## src/rtl/gate_drive_map.svh

```systemverilog
`ifndef GATE_DRIVE_MAP_SVH
`define GATE_DRIVE_MAP_SVH
// input mode encodings
`define MODE_SIX 2'h0
`define MODE_THREE 2'h1
`define MODE_SINGLE 2'h2
// per-phase drive encodings inside the commutation table
`define DRV_OFF 2'h0
`define DRV_HIGH 2'h1
`define DRV_LOW 2'h2
// table entry layout: phase a bits 1:0, b bits 3:2, c bits 5:4
`define TBL_WIDTH 6
`define PH_A_LSB 0
`define PH_B_LSB 2
`define PH_C_LSB 4
// charge pump thresholds in millivolts
`define PUMP_TRIPLER_MIN_MV 16'h1130
`define PUMP_TRIPLER_MAX_MV 16'h4650
// fault cause bit positions
`define FLT_OC_BIT 0
`define FLT_PUMP_UV_BIT 1
`define FLT_PUMP_OV_BIT 2
`define FLT_SHOOT_BIT 3
`define FLT_WIDTH 4
`endif

```

## src/rtl/gate_drive_pkg.sv

```systemverilog
package gate_drive_pkg;
  typedef enum logic [1:0] {mode_six_type_v, mode_three_type_v, mode_single_type_v}
    mode_type;
  typedef enum {run_state, dwell_state} seq_state_type;
endpackage

```

## src/rtl/gate_drive_pwm_mode_decoder.sv

```systemverilog
`timescale 1ns/1ps
`include "gate_drive_map.svh"
// Functional notes
// - six-input mode drives each gate from its own pwm input.
// - three-input mode derives each low side as complement of its high input.
// - three-input mode ignores all three low-side input pins.
// - single-pwm mode takes pwm on phase a high, code on three pins.
// - single-pwm mode accepts any duty from zero to full.
// - 3-bit code selects one of eight drive states incl align and stop.
// - table outputs honour user control settings.
// - after dwell-marked change, hold dwell until phase c high goes low.
// - single-pwm mode always ignores phase c low input.
// - active or diode freewheeling table chosen by a setting.
// - any fault drives fault pin low; cause bits readable.
// - overcurrent flagged per fet separately.
// - high and low side of a phase never on together.
// - pump tripler from 4.4 V to 18 V, doubler above.
// - pump monitored for undervoltage and overvoltage.
// - high gate may stay on continuously for full duty.
module gate_drive_pwm_mode_decoder
  import gate_drive_pkg::*;
#(
  parameter int unsigned TW = `TBL_WIDTH
) (
  // clock and asynchronous reset
  input wire logic clk,
  input wire logic rst,
  // controller pins, asynchronous to clk
  input wire logic phase_a_high_in,
  input wire logic phase_a_low_in,
  input wire logic phase_b_high_in,
  input wire logic phase_b_low_in,
  input wire logic phase_c_high_in,
  input wire logic phase_c_low_in,
  // configuration, same clock domain
  input wire logic [1:0] mode_cfg,
  input wire logic diode_freewheel_cfg,
  input wire logic gate_enable_cfg,
  input wire logic [8*TW-1:0] active_table_cfg,
  input wire logic [8*TW-1:0] diode_table_cfg,
  // analog monitor flags, asynchronous to clk
  input wire logic [5:0] vds_overcurrent_in,
  input wire logic pump_uv_in,
  input wire logic pump_ov_in,
  input wire logic [15:0] supply_mv,
  input wire logic fault_clear,
  // gate commands, bit 0 is phase a
  output logic [2:0] high_gate_out,
  output logic [2:0] low_gate_out,
  // open-drain fault pin and sticky status
  output logic fault_out_n,
  output logic fault_out_oe_n,
  output logic [`FLT_WIDTH-1:0] fault_cause,
  output logic [5:0] overcurrent_status,
  // pump regime and sequencer status
  output logic pump_tripler,
  output logic [2:0] phase_state,
  output logic dwell_active,
  output logic [1:0] mode_status
);
  //////////////////////////////////////////////////////////////////////////////
  // pin synchronisers: three stages, change accepted when stages 2 and 3 agree
  // the agree filter also rejects a pin that toggles every cycle, so a
  // noisy unused pin holds its last settled level instead of chattering.
  // only the second stage reads the first, so metastability stays contained.
  // monitor flags use the same filter; bit 6 of that chain is a spare.
  logic [5:0] pins;
  logic [5:0] s1_reg, s2_reg, s3_reg, clean_reg;
  logic [5:0] s1_next, s2_next, s3_next, clean_next;
  logic [8:0] st1_reg, st2_reg, st3_reg, sclean_reg;
  logic [8:0] st1_next, st2_next, st3_next, sclean_next;
  logic [8:0] stat_pins;
  assign pins = {phase_c_low_in, phase_c_high_in, phase_b_low_in, phase_b_high_in,
                 phase_a_low_in, phase_a_high_in};
  assign stat_pins = {pump_ov_in, pump_uv_in, 1'b0, vds_overcurrent_in};
  // next values of synchroniser chains
  always_comb begin
    s1_next = pins;
    s2_next = s1_reg;
    s3_next = s2_reg;
    clean_next = clean_reg;
    st1_next = stat_pins;
    st2_next = st1_reg;
    st3_next = st2_reg;
    sclean_next = sclean_reg;
    for (int i = 0; i < 6; i++) begin
      if (s2_reg[i] == s3_reg[i]) begin
        clean_next[i] = s3_reg[i];
      end
    end
    for (int i = 0; i < 9; i++) begin
      if (st2_reg[i] == st3_reg[i]) begin
        sclean_next[i] = st3_reg[i];
      end
    end
  end
  // synchroniser registers
  always_ff @(posedge clk or posedge rst) begin
    if (rst) begin
      s1_reg <= 6'h00;
      s2_reg <= 6'h00;
      s3_reg <= 6'h00;
      clean_reg <= 6'h00;
      st1_reg <= 9'h000;
      st2_reg <= 9'h000;
      st3_reg <= 9'h000;
      sclean_reg <= 9'h000;
    end else begin
      s1_reg <= s1_next;
      s2_reg <= s2_next;
      s3_reg <= s3_next;
      clean_reg <= clean_next;
      st1_reg <= st1_next;
      st2_reg <= st2_next;
      st3_reg <= st3_next;
      sclean_reg <= sclean_next;
    end
  end

  //////////////////////////////////////////////////////////////////////////////
  // table lookup helper, used for both tables
  // each table holds eight entries of TW bits, entry k at bits k*TW upward;
  // within an entry each phase has a two-bit drive field.
  function automatic logic [TW-1:0] entry(input logic [8*TW-1:0] tbl, input logic [2:0] idx);
    entry = tbl[idx*TW +: TW];
  endfunction

  // per-phase decode of a two-bit drive field into high and low
  function automatic logic [1:0] drive_of(input logic [1:0] fld);
    case (fld)
      `DRV_HIGH: drive_of = 2'h2;
      `DRV_LOW: drive_of = 2'h1;
      default: drive_of = 2'h0;
    endcase
  endfunction

  //////////////////////////////////////////////////////////////////////////////
  // mode, code and dwell sequencing
  // the phase code is taken from the filtered pins; a code change seen while
  // the dwell pin is high parks the sequencer in dwell until that pin drops.
  // the latched code still tracks the pins during dwell.
  logic [1:0] mode_reg, mode_next;
  logic dwell_reg, dwell_next;
  logic [2:0] code_reg, code_next;
  logic [2:0] live_code;
  seq_state_type seq_reg, seq_next;
  assign live_code = {clean_reg[3], clean_reg[2], clean_reg[1]};
  always_comb begin
    mode_next = mode_cfg;
    code_next = code_reg;
    seq_next = seq_reg;
    case (seq_reg)
      run_state: begin
        if (live_code != code_reg) begin
          code_next = live_code;
          if (clean_reg[4]) begin
            seq_next = dwell_state;
          end
        end
      end
      dwell_state: begin
        code_next = live_code;
        if (!clean_reg[4]) begin
          seq_next = run_state;
        end
      end
      default: seq_next = run_state;
    endcase
    dwell_next = (seq_next == dwell_state);
  end
  // mode and sequencer registers
  always_ff @(posedge clk or posedge rst) begin
    if (rst) begin
      mode_reg <= `MODE_SIX;
      code_reg <= 3'h0;
      seq_reg <= run_state;
      dwell_reg <= 1'b0;
    end else begin
      mode_reg <= mode_next;
      code_reg <= code_next;
      seq_reg <= seq_next;
      dwell_reg <= dwell_next;
    end
  end

  //////////////////////////////////////////////////////////////////////////////
  // gate command generation
  // mode 3 is unused and keeps every gate off.
  // pump faults and the enable setting override every mode.
  // the handshake stage adds one all-off cycle whenever a phase swaps sides,
  // so the two fets of a half-bridge never overlap even for one clock.
  logic [`FLT_WIDTH-1:0] fault_cause_reg, fault_cause_next, fault_set;
  logic [2:0] hi_reg, lo_reg, hi_next, lo_next;
  logic [TW-1:0] ent;
  logic [2:0] hcmd, lcmd;
  logic pwm;
  logic [1:0] d;
  always_comb begin
    hcmd = 3'h0;
    lcmd = 3'h0;
    pwm = clean_reg[0];
    ent = diode_freewheel_cfg ? entry(diode_table_cfg, code_reg)
                              : entry(active_table_cfg, code_reg);
    d = 2'h0;
    case (mode_reg)
      `MODE_SIX: begin
        hcmd = {clean_reg[4], clean_reg[2], clean_reg[0]};
        lcmd = {clean_reg[5], clean_reg[3], clean_reg[1]};
      end
      `MODE_THREE: begin
        hcmd = {clean_reg[4], clean_reg[2], clean_reg[0]};
        lcmd = ~hcmd;
      end
      `MODE_SINGLE: begin
        // dwell does not hold the step, code_reg tracks the pins; phase c low pin never read here
        for (int p = 0; p < 3; p++) begin
          d = drive_of(ent[2*p +: 2]);
          // high side chopped by pwm; active freewheel fills low on pwm off
          hcmd[p] = d[1] & pwm;
          lcmd[p] = d[0] | (d[1] & ~pwm & ~diode_freewheel_cfg);
        end
      end
      default: begin
        hcmd = 3'h0;
        lcmd = 3'h0;
      end
    endcase
    if (!gate_enable_cfg || fault_cause_reg[`FLT_PUMP_UV_BIT]
        || fault_cause_reg[`FLT_PUMP_OV_BIT]) begin
      hcmd = 3'h0;
      lcmd = 3'h0;
    end
    // handshake: a side turns on only once its partner is off
    hi_next = hcmd & ~lcmd & ~lo_reg;
    lo_next = lcmd & ~hcmd & ~hi_reg;
  end

  //////////////////////////////////////////////////////////////////////////////
  // fault flags, set wins over clear
  // a clear in the same cycle as a live fault leaves that flag set, so a
  // persisting condition is never lost; the pin enable follows the flags.
  // the pump regime is a plain window compare on the supply reading.
  logic fault_oe_n_reg, fault_oe_n_next;
  logic [5:0] oc_reg, oc_next;
  logic tripler_reg, tripler_next;
  always_comb begin
    fault_set = '0;
    fault_set[`FLT_OC_BIT] = |sclean_reg[5:0];
    fault_set[`FLT_PUMP_UV_BIT] = sclean_reg[7];
    fault_set[`FLT_PUMP_OV_BIT] = sclean_reg[8];
    fault_set[`FLT_SHOOT_BIT] = |(hcmd & lcmd);
    fault_cause_next = (fault_clear ? '0 : fault_cause_reg) | fault_set;
    fault_oe_n_next = ~|fault_cause_next;
    oc_next = (fault_clear ? 6'h00 : oc_reg) | sclean_reg[5:0];
    tripler_next = (supply_mv >= `PUMP_TRIPLER_MIN_MV)
                   && (supply_mv <= `PUMP_TRIPLER_MAX_MV);
  end
  // gate, fault and pump registers
  always_ff @(posedge clk or posedge rst) begin
    if (rst) begin
      hi_reg <= 3'h0;
      lo_reg <= 3'h0;
      fault_cause_reg <= '0;
      fault_oe_n_reg <= 1'b1;
      oc_reg <= 6'h00;
      tripler_reg <= 1'b1;
    end else begin
      hi_reg <= hi_next;
      lo_reg <= lo_next;
      fault_cause_reg <= fault_cause_next;
      fault_oe_n_reg <= fault_oe_n_next;
      oc_reg <= oc_next;
      tripler_reg <= tripler_next;
    end
  end

  //////////////////////////////////////////////////////////////////////////////
  // outputs from flip-flops, except fault_out_n which is tied low
  // the fault pin is open drain: its data is tied low and only the enable
  // moves, so the external pull-up gives the idle high level.
  assign high_gate_out = hi_reg;
  assign low_gate_out = lo_reg;
  assign fault_out_n = 1'b0; // open drain: only ever pulls low
  assign fault_out_oe_n = fault_oe_n_reg;
  assign fault_cause = fault_cause_reg;
  assign overcurrent_status = oc_reg;
  assign pump_tripler = tripler_reg;
  assign phase_state = code_reg;
  assign dwell_active = dwell_reg;
  assign mode_status = mode_reg;
endmodule // gate_drive_pwm_mode_decoder

```

## config.mk

```make
export PLATFORM = sky130hd
export DESIGN_NAME = gate_drive_pwm_mode_decoder
export DESIGN_NICKNAME = d
export VERILOG_FILES = /design/src/rtl/gate_drive_pkg.sv /design/src/rtl/gate_drive_pwm_mode_decoder.sv
export VERILOG_INCLUDE_DIRS = /design/src /design/src/rtl
export SDC_FILE = /design/constraint.sdc
export NUM_CORES = 1
export LEC_CHECK = 0
export BUFFER_PORTS_ARGS = -buffer_cell sky130_fd_sc_hd__buf_2
export CAP_MARGIN = 10
export CORE_ASPECT_RATIO = 0.8
export CORE_MARGIN = 5
export CORE_UTILIZATION = 49
export DETAILED_ROUTE_END_ITERATION = 7
export PLACE_DENSITY = 0.9
export SLEW_MARGIN = 20
export SYNTH_ARGS = -nofsm -noshare
export SYNTH_HDL_FRONTEND = slang
export SYNTH_SLANG_ARGS = --single-unit
```

## constraint.sdc

```tcl
create_clock -name clk -period 5.1 [get_ports clk]
set_clock_uncertainty 0.15 [all_clocks]
set_input_delay 1.02 -clock clk [delete_from_list [all_inputs] [get_ports clk]]
set_output_delay 1.02 -clock clk [all_outputs]
set_load 0.02 [all_outputs]
```

==> results.md, run 1 <==
* Cts bufs inserted at 9
* Post-Route WL at approximately 10 mm
* Clock Root Buffer: clkbuf_16
* DRT iter0 DRCs at between 150 and 200
* Total Power at between 1.5 and 2 mW
* Met3 GRT Util at 0.0615
* Worst r2r src: phase_state[1]
* Remaining antenna violation count at 0
* Reg2Reg Setup Slack at 2.47 ns
* Post-Synthesis Cells at 307
* Resized Gates After CTS at 0
* Status: complete, no violations
* Most Crowded Layer GR: met2
* Worst-path clk slew at 0.07 ns
* CP Launch Point: diode_freewheel_cfg
* Proportion of layout cells with a drive suffix above 1 at 0.412
* Clk sinks at approximately 110
* Worst VDD drop at approximately 190 uV
* Mapped Avg Cell Area at 14.5 um2
* Max-cap violations at 0
* Vias per cell at 5.20
* H-tree depth at 3
* Post-DP HPWL at 7.82 mm
* Ys Warns at 0
* Ys async rst share at 1.00
* Critical Path RT at 5.20 ns
* Met1 usage at 0.230
* Sequential area share after synthesis at 0.628
* Worst R2R End: low_gate_out[0]
* Cell Pwr Density at roughly 320 mW/mm2
* Crit path kind: in2reg
* Core ar. at approximately 0.0090 mm2
* Starting Density at 0.498
* Crit start category: primary input
* EDFF count, synth at 0
* HP Class: reg2reg
* R2R depth at 6
* GRT Residual Overflow at 0
* Fillers at approximately 670
* Fmax at 307 MHz
* Grt met2 use at 0.318
* Worst setup EP type: flop
* Final hold violation count at 0
* Setup violators final at 0
* Crit path to: low_gate_out[1]
* Final Critical Period at approximately 3.3 ns
* Post-CTS Setup Repair Bufs at 0
* Gr usage total at 0.188
* Via count at between 3k and 4k
* FF+latch count, synth at around 110
* Wire per inst at about 16 um
* Worst-Margin Slew at slightly above 0.9 ns
* Hold Buf Count CTS at 0
* Pins over their slew limit at 0
* # port buffers at about 160
* Area delta synth->final at 28.5%
* Gp weighted congestion at about 0.87
* CTS Buffer Depth at 2
* Vias in the first global route at between 3k and 4k
* RSZ-0062 raised after global routing: no
* Pre-antenna DRT Iters at 4
* Worst hold slack at 0.200 ns
* Num ports at about 160
* Synth top area share at 0.617
* Residual DRC at 0
* Worst EP arrival at 3.36 ns
* Slew HR at 0.393
* Post-synth top area cell: dfrtp_1
* Tcrit/Tclk final at 0.638
* CTS tree: built
* Worst skew pair latency at 0.34 ns
* Netlist Area Pre-Place at 0.00446 mm2
* Die height at approximately 95 um
* Core Rows at 31
* Total die area at approximately 0.011 mm2
* Largest net degree at the start of global routing at between 60 and 70
* Max FFs per register at 32
* Global-route wire length before repair at 16.1 mm
* Ant. Diodes at 0
* Final Util at 0.640
* Die width at 117 um
* Fin Setup TNS at 0 ns
* Critical path fanouts, max at 35
* Initial antenna violation count at 0
* Top_reg_cell synth: dfrtp_1
* Yosys cell types at 51
* Leak at roughly 2.8 nW
* Synth top area cells: dfrtp_1 (62%), mux4_2 (4.0%), mux2_2 (3.8%)
* Fin nets at about 630
[cell type report]
| type | count | area, um2 | share of cell area |
|---|---|---|---|
| sequential | 112 | 2810 | 0.489 |
| multi-input combinational | 212 | 1680 | 0.293 |
| timing repair buffer | 157 | 788 | 0.137 |
| clock buffer | 9 | 225 | 0.0393 |
| tap | 115 | 144 | 0.0251 |
| clock inverter | 7 | 78.8 | 0.0137 |
| inverter | 3 | 13.8 | 0.00240 |
[worst min path at each step]
stage | startpoint | endpoint | slack (ns) | depth (start not counted)
after floorplan | s1_reg[0] | s2_reg[0] | 0.18 | 0
after global placement | st1_reg[5] | st2_reg[5] | 0.18 | 0
after detailed placement | st1_reg[0] | st2_reg[0] | 0.19 | 0
after CTS | st1_reg[7] | st2_reg[7] | 0.20 | 0
after global routing | st1_reg[8] | st2_reg[8] | 0.20 | 0
final | st1_reg[8] | st2_reg[8] | 0.20 | 0
[metrics by stage]
step | instances | setup WS (ns) | cell area [um2]
finish | 615 | 1.84 | 5740
CTS | 615 | 1.83 | 5740
floorplan | 338 | 0.974 | 4580
detailed placement | 599 | 1.48 | 5430
global route | 615 | 1.68 | 5740
global placement | 599 | 1.56 | 5430
[report_power, final]
part / switching [mW] / total [mW] / internal, mW
Combinational: 0.0876 / 0.181 / 0.0934
Sequential: 0.0321 / 0.970 / 0.938
Clock: 0.307 / 0.693 / 0.386
[Yosys cell counts (2+ instances only)]
library cell  number
dfrtp_1          110
mux2_2            15
maj3_1            14
nand2_1           12
mux2i_1           10
nor2_1            10
nor4_1            10
o21ai_0            9
a21o_1             8
mux4_2             8
o22ai_1            8
nor2b_1            7
a22oi_1            6
mux4_1             6
nand3_1            6
nand4_1            5
and3_1             4
a211oi_1           3
and2_1             3
buf_2              3
clkbuf_1           3
nand2b_1           3
nor3b_1            3
or3_1              3
xor2_1             3
a211o_1            2
a21oi_1            2
a31o_2             2
buf_4              2
buf_6              2
dfstp_2            2
inv_1              2
nor3_1             2
or2_2              2
[logic make-up after synthesis]
group | count (synthesis) | share of synthesized area
DFF | 112 | 0.628
and+or+nand+nor | 72 | 0.0905
AOI/OAI and AO/OA | 52 | 0.0858
muxes | 39 | 0.136
adders and majority gates | 14 | 0.0314
buffers and inverters | 14 | 0.0213
xor gates and xnor gates | 3 | 0.00589
other | 1 | 0.000840
[worst max-delay path, stage by stage]
cell and delay (ns):
buf_2 0.66, mux4_2 0.59, nand3b_4 0.16, o31a_1 0.16, a211o_1 0.30, a31o_1 0.23, a311oi_2 0.23
[routing by layer]
layer / up-vias / part of all wire
met5: - / 0
met4: 0 / 0.022
met3: 24 / 0.080
met2: 109 / 0.50
met1: 1563 / 0.39
li1: 1500 / -
[cell usage in the layout (no fill, tap or decap), types with 4 or more instances in the layout]
cell type	netlist	final
maj3_1	14	14
nand3_1	6	6
clkbuf_16	0	9
nor2_1	10	10
and3_1	4	4
a21o_1	8	8
nand2_1	12	12
o21ai_0	9	9
mux4_2	8	8
dfrtp_1	110	110
mux4_1	6	6
nand4_1	5	5
o22ai_1	8	8
mux2i_1	10	10
mux2_2	15	15
a22oi_1	6	6
nor4_1	10	10
nor2b_1	7	7
conb_1	1	32
buf_2	3	156
Power figures use the tool's default switching activity.
==> run 2: changes to the inputs <==
--- a/config.mk
+++ b/config.mk
@@ -10,9 +10,9 @@
 export CAP_MARGIN = 10
 export CORE_ASPECT_RATIO = 0.8
 export CORE_MARGIN = 5
-export CORE_UTILIZATION = 49
+export CORE_UTILIZATION = 45
 export DETAILED_ROUTE_END_ITERATION = 7
-export PLACE_DENSITY = 0.9
+export PLACE_DENSITY = 0.87
 export SLEW_MARGIN = 20
 export SYNTH_ARGS = -nofsm -noshare
 export SYNTH_HDL_FRONTEND = slang
==> constraint.sdc (replaced) <==
create_clock -name clk -period 2.9 [get_ports clk]
set_clock_uncertainty 0.15 [all_clocks]
set_input_delay 0.58 -clock clk [delete_from_list [all_inputs] [get_ports clk]]
set_output_delay 0.58 -clock clk [all_outputs]
set_load 0.02 [all_outputs]
==> run 2 against run 1 <==
Compared with the run above:
- sequential share of layout area shrank 0.49 points
- final cell count increased by 4.1%
- register-to-register slack worse by 2.1 ns
- critical path type is now reg2reg
- largest cell class unchanged
- highest routed layer unchanged
==> results.md, run 2 (synthesis gave the netlist of run 1 again) <==
* Post-CTS Setup Repair Bufs at 0 (unchanged)
* Cts bufs inserted at 9 (unchanged)
* H-tree depth at 3 (unchanged)
* Resized Gates After CTS at 0 (unchanged)
* Via count at 3242 (+1.4%)
* Critical path fanouts, max at 22 (-37%)
* Fin nets at 632 (+0.64%)
* Reg2Reg Setup Slack at 0.33 ns (-2.14 ns)
* End of the worst hold path: st1_reg[3]
* CTS Buffer Depth at 2 (unchanged)
* Reg area at 0.00281 mm2 (unchanged)
* Global-route wire length before repair at 17.0 mm (+5.4%)
* Vias in the first global route at 3588 (+5.2%)
* Pre-antenna DRT Iters at 4 (unchanged)
* Residual DRC at 0 (unchanged)
* GRT Residual Overflow at 0 (unchanged)
* Num ports at 158 (unchanged)
* Internal at 2.45 mW (+73%)
* Clk sinks at 112 (unchanged)
* Commonest non-fill, non-tap cell in the layout: buf_2
* DRT iter0 DRCs at 189 (+12%)
* Max FFs per register at 32 (unchanged)
* Status: complete, no violations
* Die height at 99.1 um (+3.9%)
* Cell Pwr Density at 548 mW/mm2 (+70%)
* Post-DP HPWL at 7.96 mm (+1.8%)
* Proportion of layout cells with a drive suffix above 1 at 0.411 (-0.00129)
* Clock Root Buffer: clkbuf_16
* # port buffers at 156 (unchanged)
* Worst setup EP type: flop
* Post-Route WL at 10.4 mm (+2.6%)
* Worst r2r src: phase_state[2]
* Fmax at 389 MHz
* Final hold violation count at 0 (unchanged)
* Max-cap violations at 0 (unchanged)
* Critical Path RT at 2.99 ns (-2.21 ns)
* Gp weighted congestion at 0.800 (-8.3%)
* Wire per inst at 16.2 um (-1.4%)
* Worst-path clk slew at 0.07 ns (about the same)
* Worst skew pair latency at 0.34 ns (about the same)
* Core ar. at 0.00965 mm2 (+7.7%)
* Starting Density at 0.463 (-0.0356)
* CTS tree: built
* Crit start category: flop
* Worst R2R End: low_gate_out[1]
* RSZ-0062 raised after global routing: no
* Sw frac at 0.228 (-0.00366)
* Initial antenna violation count at 0 (unchanged)
* Worst hold slack at 0.194 ns (-0.00577 ns)
* Hold Buf Count CTS at 0 (unchanged)
* Placed cell area at 0.00551 mm2 (+1.5%)
* Leak at 2.76 nW (+0.38%)
* Sequential share of power at 0.538 (+0.012)
* Most frequent cells in the layout: buf_2 (156), dfrtp_1 (110), conb_1 (32)
* Setup violators final at 0 (unchanged)
* Total die area at 0.0120 mm2 (+8.0%)
* R2R depth at 6 (unchanged)
* Slew HR at 0.500 (+0.107)
* Multi-input logic area at 0.00168 mm2 (unchanged)
* Area delta synth->final at 29.8%
* Logic pwr share at 0.103 (+0.005)
* Largest net degree at the start of global routing at 113 (+64%)
* Pins over their slew limit at 0 (unchanged)
* Core Rows at 32 (+3.2%)
* Final Cell Area at 0.00579 mm2 (+1.0%)
* Final Util at 0.600 (-0.0398)
* Final Critical Period at between 2 and 3 ns
* Die width at 121 um (+4.0%)
* P_sw at 724 uW (+69%)
* Clk pwr share at 0.359 (-0.017)
* Ant. Diodes at 0 (unchanged)
* Fillers at 744 (+11%)
* Remaining antenna violation count at 0 (unchanged)
* HP Class: in2reg
* Tcrit/Tclk final at 0.887
* Worst hold stages at 1 (+1)
* Worst VDD drop at 310 uV (+65%)
* Vias per cell at 5.07 (-2.5%)
* Total Power at 3.18 mW (+72%)
* Hold path startpoint: vds_overcurrent_in[3]
* Worst EP arrival at 2.67 ns (-0.69 ns)
* Crit path kind: reg2reg
* Worst-Margin Slew at 0.749 ns (-0.161 ns)
* Gr usage total at 0.181 (-0.00712)
==> run 2: changes by cell type in the layout (fill, tap and decap cells not counted), sizes merged <==
| cell | change |
|---|---|
| inv | -3 |
| clkinvlp | +1 |
| bufinv | -1 |
| clkinv | -2 |
| buf | +4 |
| clkbuf | +5 |
==> run 2: per-layer routing <==
layer | up-vias | share of wire | GRT usage
li1 | 1511 | - | -
met1 | 1590 | 0.40 | 0.223
met4 | 0 | 0.024 | 0.0741
met5 | - | 0 | 0
met2 | 118 | 0.51 | 0.305
met3 | 23 | 0.067 | 0.0470
==> run 2: how the worst max path moves through the flow <==
stage                   startpoint               to  cells past startpoint
2_1_floorplan  diode_freewheel_cfg  low_gate_out[0]                      8
3_3_place_gp   diode_freewheel_cfg   fault_out_oe_n                      8
3_5_place_dp   diode_freewheel_cfg  low_gate_out[2]                      8
4_1_cts        diode_freewheel_cfg  low_gate_out[2]                      8
5_1_grt             phase_state[2]  low_gate_out[2]                      6
6_report            phase_state[2]  low_gate_out[1]                      6
==> run 2: area by class of cell <==
class                           count  share of cell area
Inverter                            3             0.00259
Sequential cell                   112               0.484
Tap cell                          136              0.0294
Clock inverter                      2             0.00259
Multi-Input combinational cell    212               0.290
Clock buffer                       14              0.0456
Timing Repair Buffer              161               0.146
==> run 2: critical path: stages (launching register included) <==
cell	delay [ns]
dfrtp_1	0.83
mux4_2	0.41
nand3b_4	0.16
o31a_1	0.16
a211o_1	0.31
a31o_1	0.23
a311oi_2	0.23
==> run 2: power by group through the flow <==
| stage | Combinational, mW | Clock (mW) | Sequential (mW) |
|---|---|---|---|
| after global placement | 0.315 | 0 | 1.73 |
| final | 0.327 | 1.14 | 1.71 |
| after detailed placement | 0.329 | 0 | 1.74 |
| after floorplan | 0.169 | 0 | 1.74 |
| after CTS | 0.330 | 1.18 | 1.71 |
| after global routing | 0.367 | 1.23 | 1.72 |
==> run 2: through the flow <==
stage	cells	setup TNS [ns]	setup slack, ns
6_report	640	0	0.329
4_1_cts	640	0	0.347
3_3_place_gp	624	0	0.0995
5_1_grt	640	0	0.130
3_5_place_dp	624	-0.0182	-0.0162
2_1_floorplan	338	0	0.346
==> run 3: changes to the inputs <==
--- a/config.mk
+++ b/config.mk
@@ -10,9 +10,10 @@
 export CAP_MARGIN = 10
 export CORE_ASPECT_RATIO = 0.8
 export CORE_MARGIN = 5
-export CORE_UTILIZATION = 45
+export CORE_UTILIZATION = 46
+export CTS_BUF_LIST = sky130_fd_sc_hd__clkbuf_2
 export DETAILED_ROUTE_END_ITERATION = 7
-export PLACE_DENSITY = 0.87
+export PLACE_DENSITY = 0.89
 export SLEW_MARGIN = 20
 export SYNTH_ARGS = -nofsm -noshare
 export SYNTH_HDL_FRONTEND = slang
==> run 3 against run 2 <==
Compared with the run above:
- sequential cell count is the same
- worst hold slack gained 0.035 ns
- non-clock buffer count grew 25
- fmax grew 0.87%
- global-route usage shrank 0.055 points
- highest routed layer unchanged
- via count grew 1.8%
==> results.md, run 3 (synthesis gave the netlist of run 1 again) <==
* Worst EP arrival at 1.82 ns (-0.85 ns)
* Starting Density at 0.467 (+0.00387)
* Wire per inst at 16.0 um (-1.3%)
* Initial antenna violation count at 0 (unchanged)
* DRT iter0 DRCs at 181 (-4.2%)
* Fin Setup TNS at 0 ns (unchanged)
* Max-cap violations at 0 (unchanged)
* Area delta synth->final at 30.7%
* Cts bufs inserted at 9 (unchanged)
* Residual DRC at 0 (unchanged)
* Pre-antenna DRT Iters at 4 (unchanged)
* H-tree depth at 3 (unchanged)
* Largest net degree at the start of global routing at 36 (-68%)
* Vias in the first global route at 3614 (+0.72%)
* Commonest non-fill, non-tap cell in the layout: buf_2
* Max FFs per register at 32 (unchanged)
* Most frequent cells in the layout: buf_2 (156), dfrtp_1 (110), conb_1 (32)
* Fin nets at 657 (+4.0%)
* Slowest stage cell on the critical path: dfrtp_1
* HP Class: reg2reg
* Clock Root Buffer: clkbuf_2
* Worst-path clk slew at 0.28 ns (+0.21 ns)
* Crit-path cells: buf_4 > buf_2
* Final hold violation count at 0 (unchanged)
* Clk sinks at 112 (unchanged)
* Total die area at 0.0118 mm2 (-2.0%)
* Tcrit/Tclk final at 0.879 (-0.00768)
* Worst setup EP type: primary output
* Multi-input logic area at 0.00168 mm2 (unchanged)
* Post-Route WL at 10.4 mm (+0.12%)
* Post-CTS Setup Repair Bufs at 0 (unchanged)
* Leak at 2.81 nW (+1.6%)
* Slew HR at 0.527 (+0.0262)
* Final Critical Period at 2.55 ns (-0.0223 ns)
* CP bufs+invs at 2 (+2)
* Placed cell area at 0.00553 mm2 (+0.20%)
* Fmax at 392 MHz (+0.87%)
* Worst-Margin Slew at 0.710 ns (-0.0393 ns)
* Vias per cell at 5.09 (+0.41%)
* Gr usage total at 0.181 (-0.000546)
* Crit start category: flop
* Proportion of layout cells with a drive suffix above 1 at 0.406 (-0.00429)
* Pins over their slew limit at 0 (unchanged)
* # port buffers at 156 (unchanged)
* Die width at 120 um (-1.0%)
* Crit path kind: reg2out
* Reg area at 0.00281 mm2 (unchanged)
* Via count at 3301 (+1.8%)
* Cell Pwr Density at 470 mW/mm2 (-14%)
* CP top delay family: flip-flops
* CTS tree: built
* Critical path fanouts, max at 18 (-18%)
* Critical Path RT at 2.17 ns (-0.82 ns)
* Die height at 98.1 um (-0.98%)
* Gp weighted congestion at 0.823 (+2.8%)
* Worst VDD drop at 292 uV (-5.8%)
* Worst skew pair latency at 0.56 ns (+0.22 ns)
* CTS Buffer Depth at 2 (unchanged)
* Remaining antenna violation count at 0 (unchanged)
* Global-route wire length before repair at 16.9 mm (-0.57%)
* Post-DP HPWL at 8.21 mm (+3.2%)
* GRT Residual Overflow at 0 (unchanged)
* Final Cell Area at 0.00584 mm2 (+0.73%)
* Setup violators final at 0 (unchanged)
* Core Rows at 32 (unchanged)
* Fillers at 762 (+2.4%)
* RSZ-0062 raised after global routing: no
* Largest stage delay on the critical path at 0.82 ns (about the same)
* Core ar. at 0.00957 mm2 (-0.83%)
* Status: complete, no violations
* Num ports at 158 (unchanged)
run 3: layout make-up:
class | count | area share
clock inverters | 7 | 0.0124
well taps | 119 | 0.0255
clock buffers | 9 | 0.00772
diodes | 1 | 0.000429
repair buffers | 186 | 0.183
flip-flops and latches | 112 | 0.481
inverters | 3 | 0.00257
multi-input cells | 212 | 0.288
run 3: path summary, 6_finish.rpt:
| kind | start | end | slack, ns | depth (start not counted) |
|---|---|---|---|---|
| worst max-delay path | phase_state[1] | phase_state[1] | 0.35 | 2 |
| worst min-delay path | st1_reg[2] | st2_reg[2] | 0.23 | 0 |
| worst max register to register | phase_state[2] | low_gate_out[1] | 0.36 | 6 |
| worst min register to register | st1_reg[2] | st2_reg[2] | 0.23 | 0 |
| max in group asynchronous | rst | overcurrent_status[4] | 1.37 | 4 |
| min in group asynchronous | rst | seq_reg[4] | 0.43 | 3 |
run 3: what timing repair did:
action,CTS,global route
hold buffers,19,0
endpoints found under the setup margin,0,0
endpoints found under the hold margin,39,0
gates resized for setup,0,0
run 3: stage by stage:
step	instances	utilization	power, mW	hold slack (ns)	worst slack [ns]
5_1_grt	648	0.610	2.87	0.199	0.154
4_1_cts	648	0.610	2.76	0.201	0.300
6_report	649	0.610	2.74	0.230	0.351
3_5_place_dp	613	0.577	2.07	0.186	0.0130
3_3_place_gp	613	0.577	2.05	0.182	0.0932
2_1_floorplan	338	-	1.91	0.181	0.346
run 3: where the power goes:
group	total, mW	internal [mW]	switching, mW
sequential	1.71	1.65	0.0565
combinational	0.354	0.191	0.163
clock	0.677	0.200	0.477
total	2.74	2.04	0.696
run 3: worst reg2reg max path, stage by stage (launching register included):
cell and delay (ns):
dfrtp_1 0.86, mux4_2 0.41, nand3b_4 0.16, o31a_1 0.15, a211o_1 0.32, a31o_1 0.24
a311oi_2 0.23
run 3: layer usage:
layer | vias up | global-route usage | part of all wire
met5 | - | 0 | 0
met2 | 121 | 0.296 | 0.50
met1 | 1596 | 0.227 | 0.41
met3 | 23 | 0.0608 | 0.068
li1 | 1561 | - | -
met4 | 0 | 0.0607 | 0.018
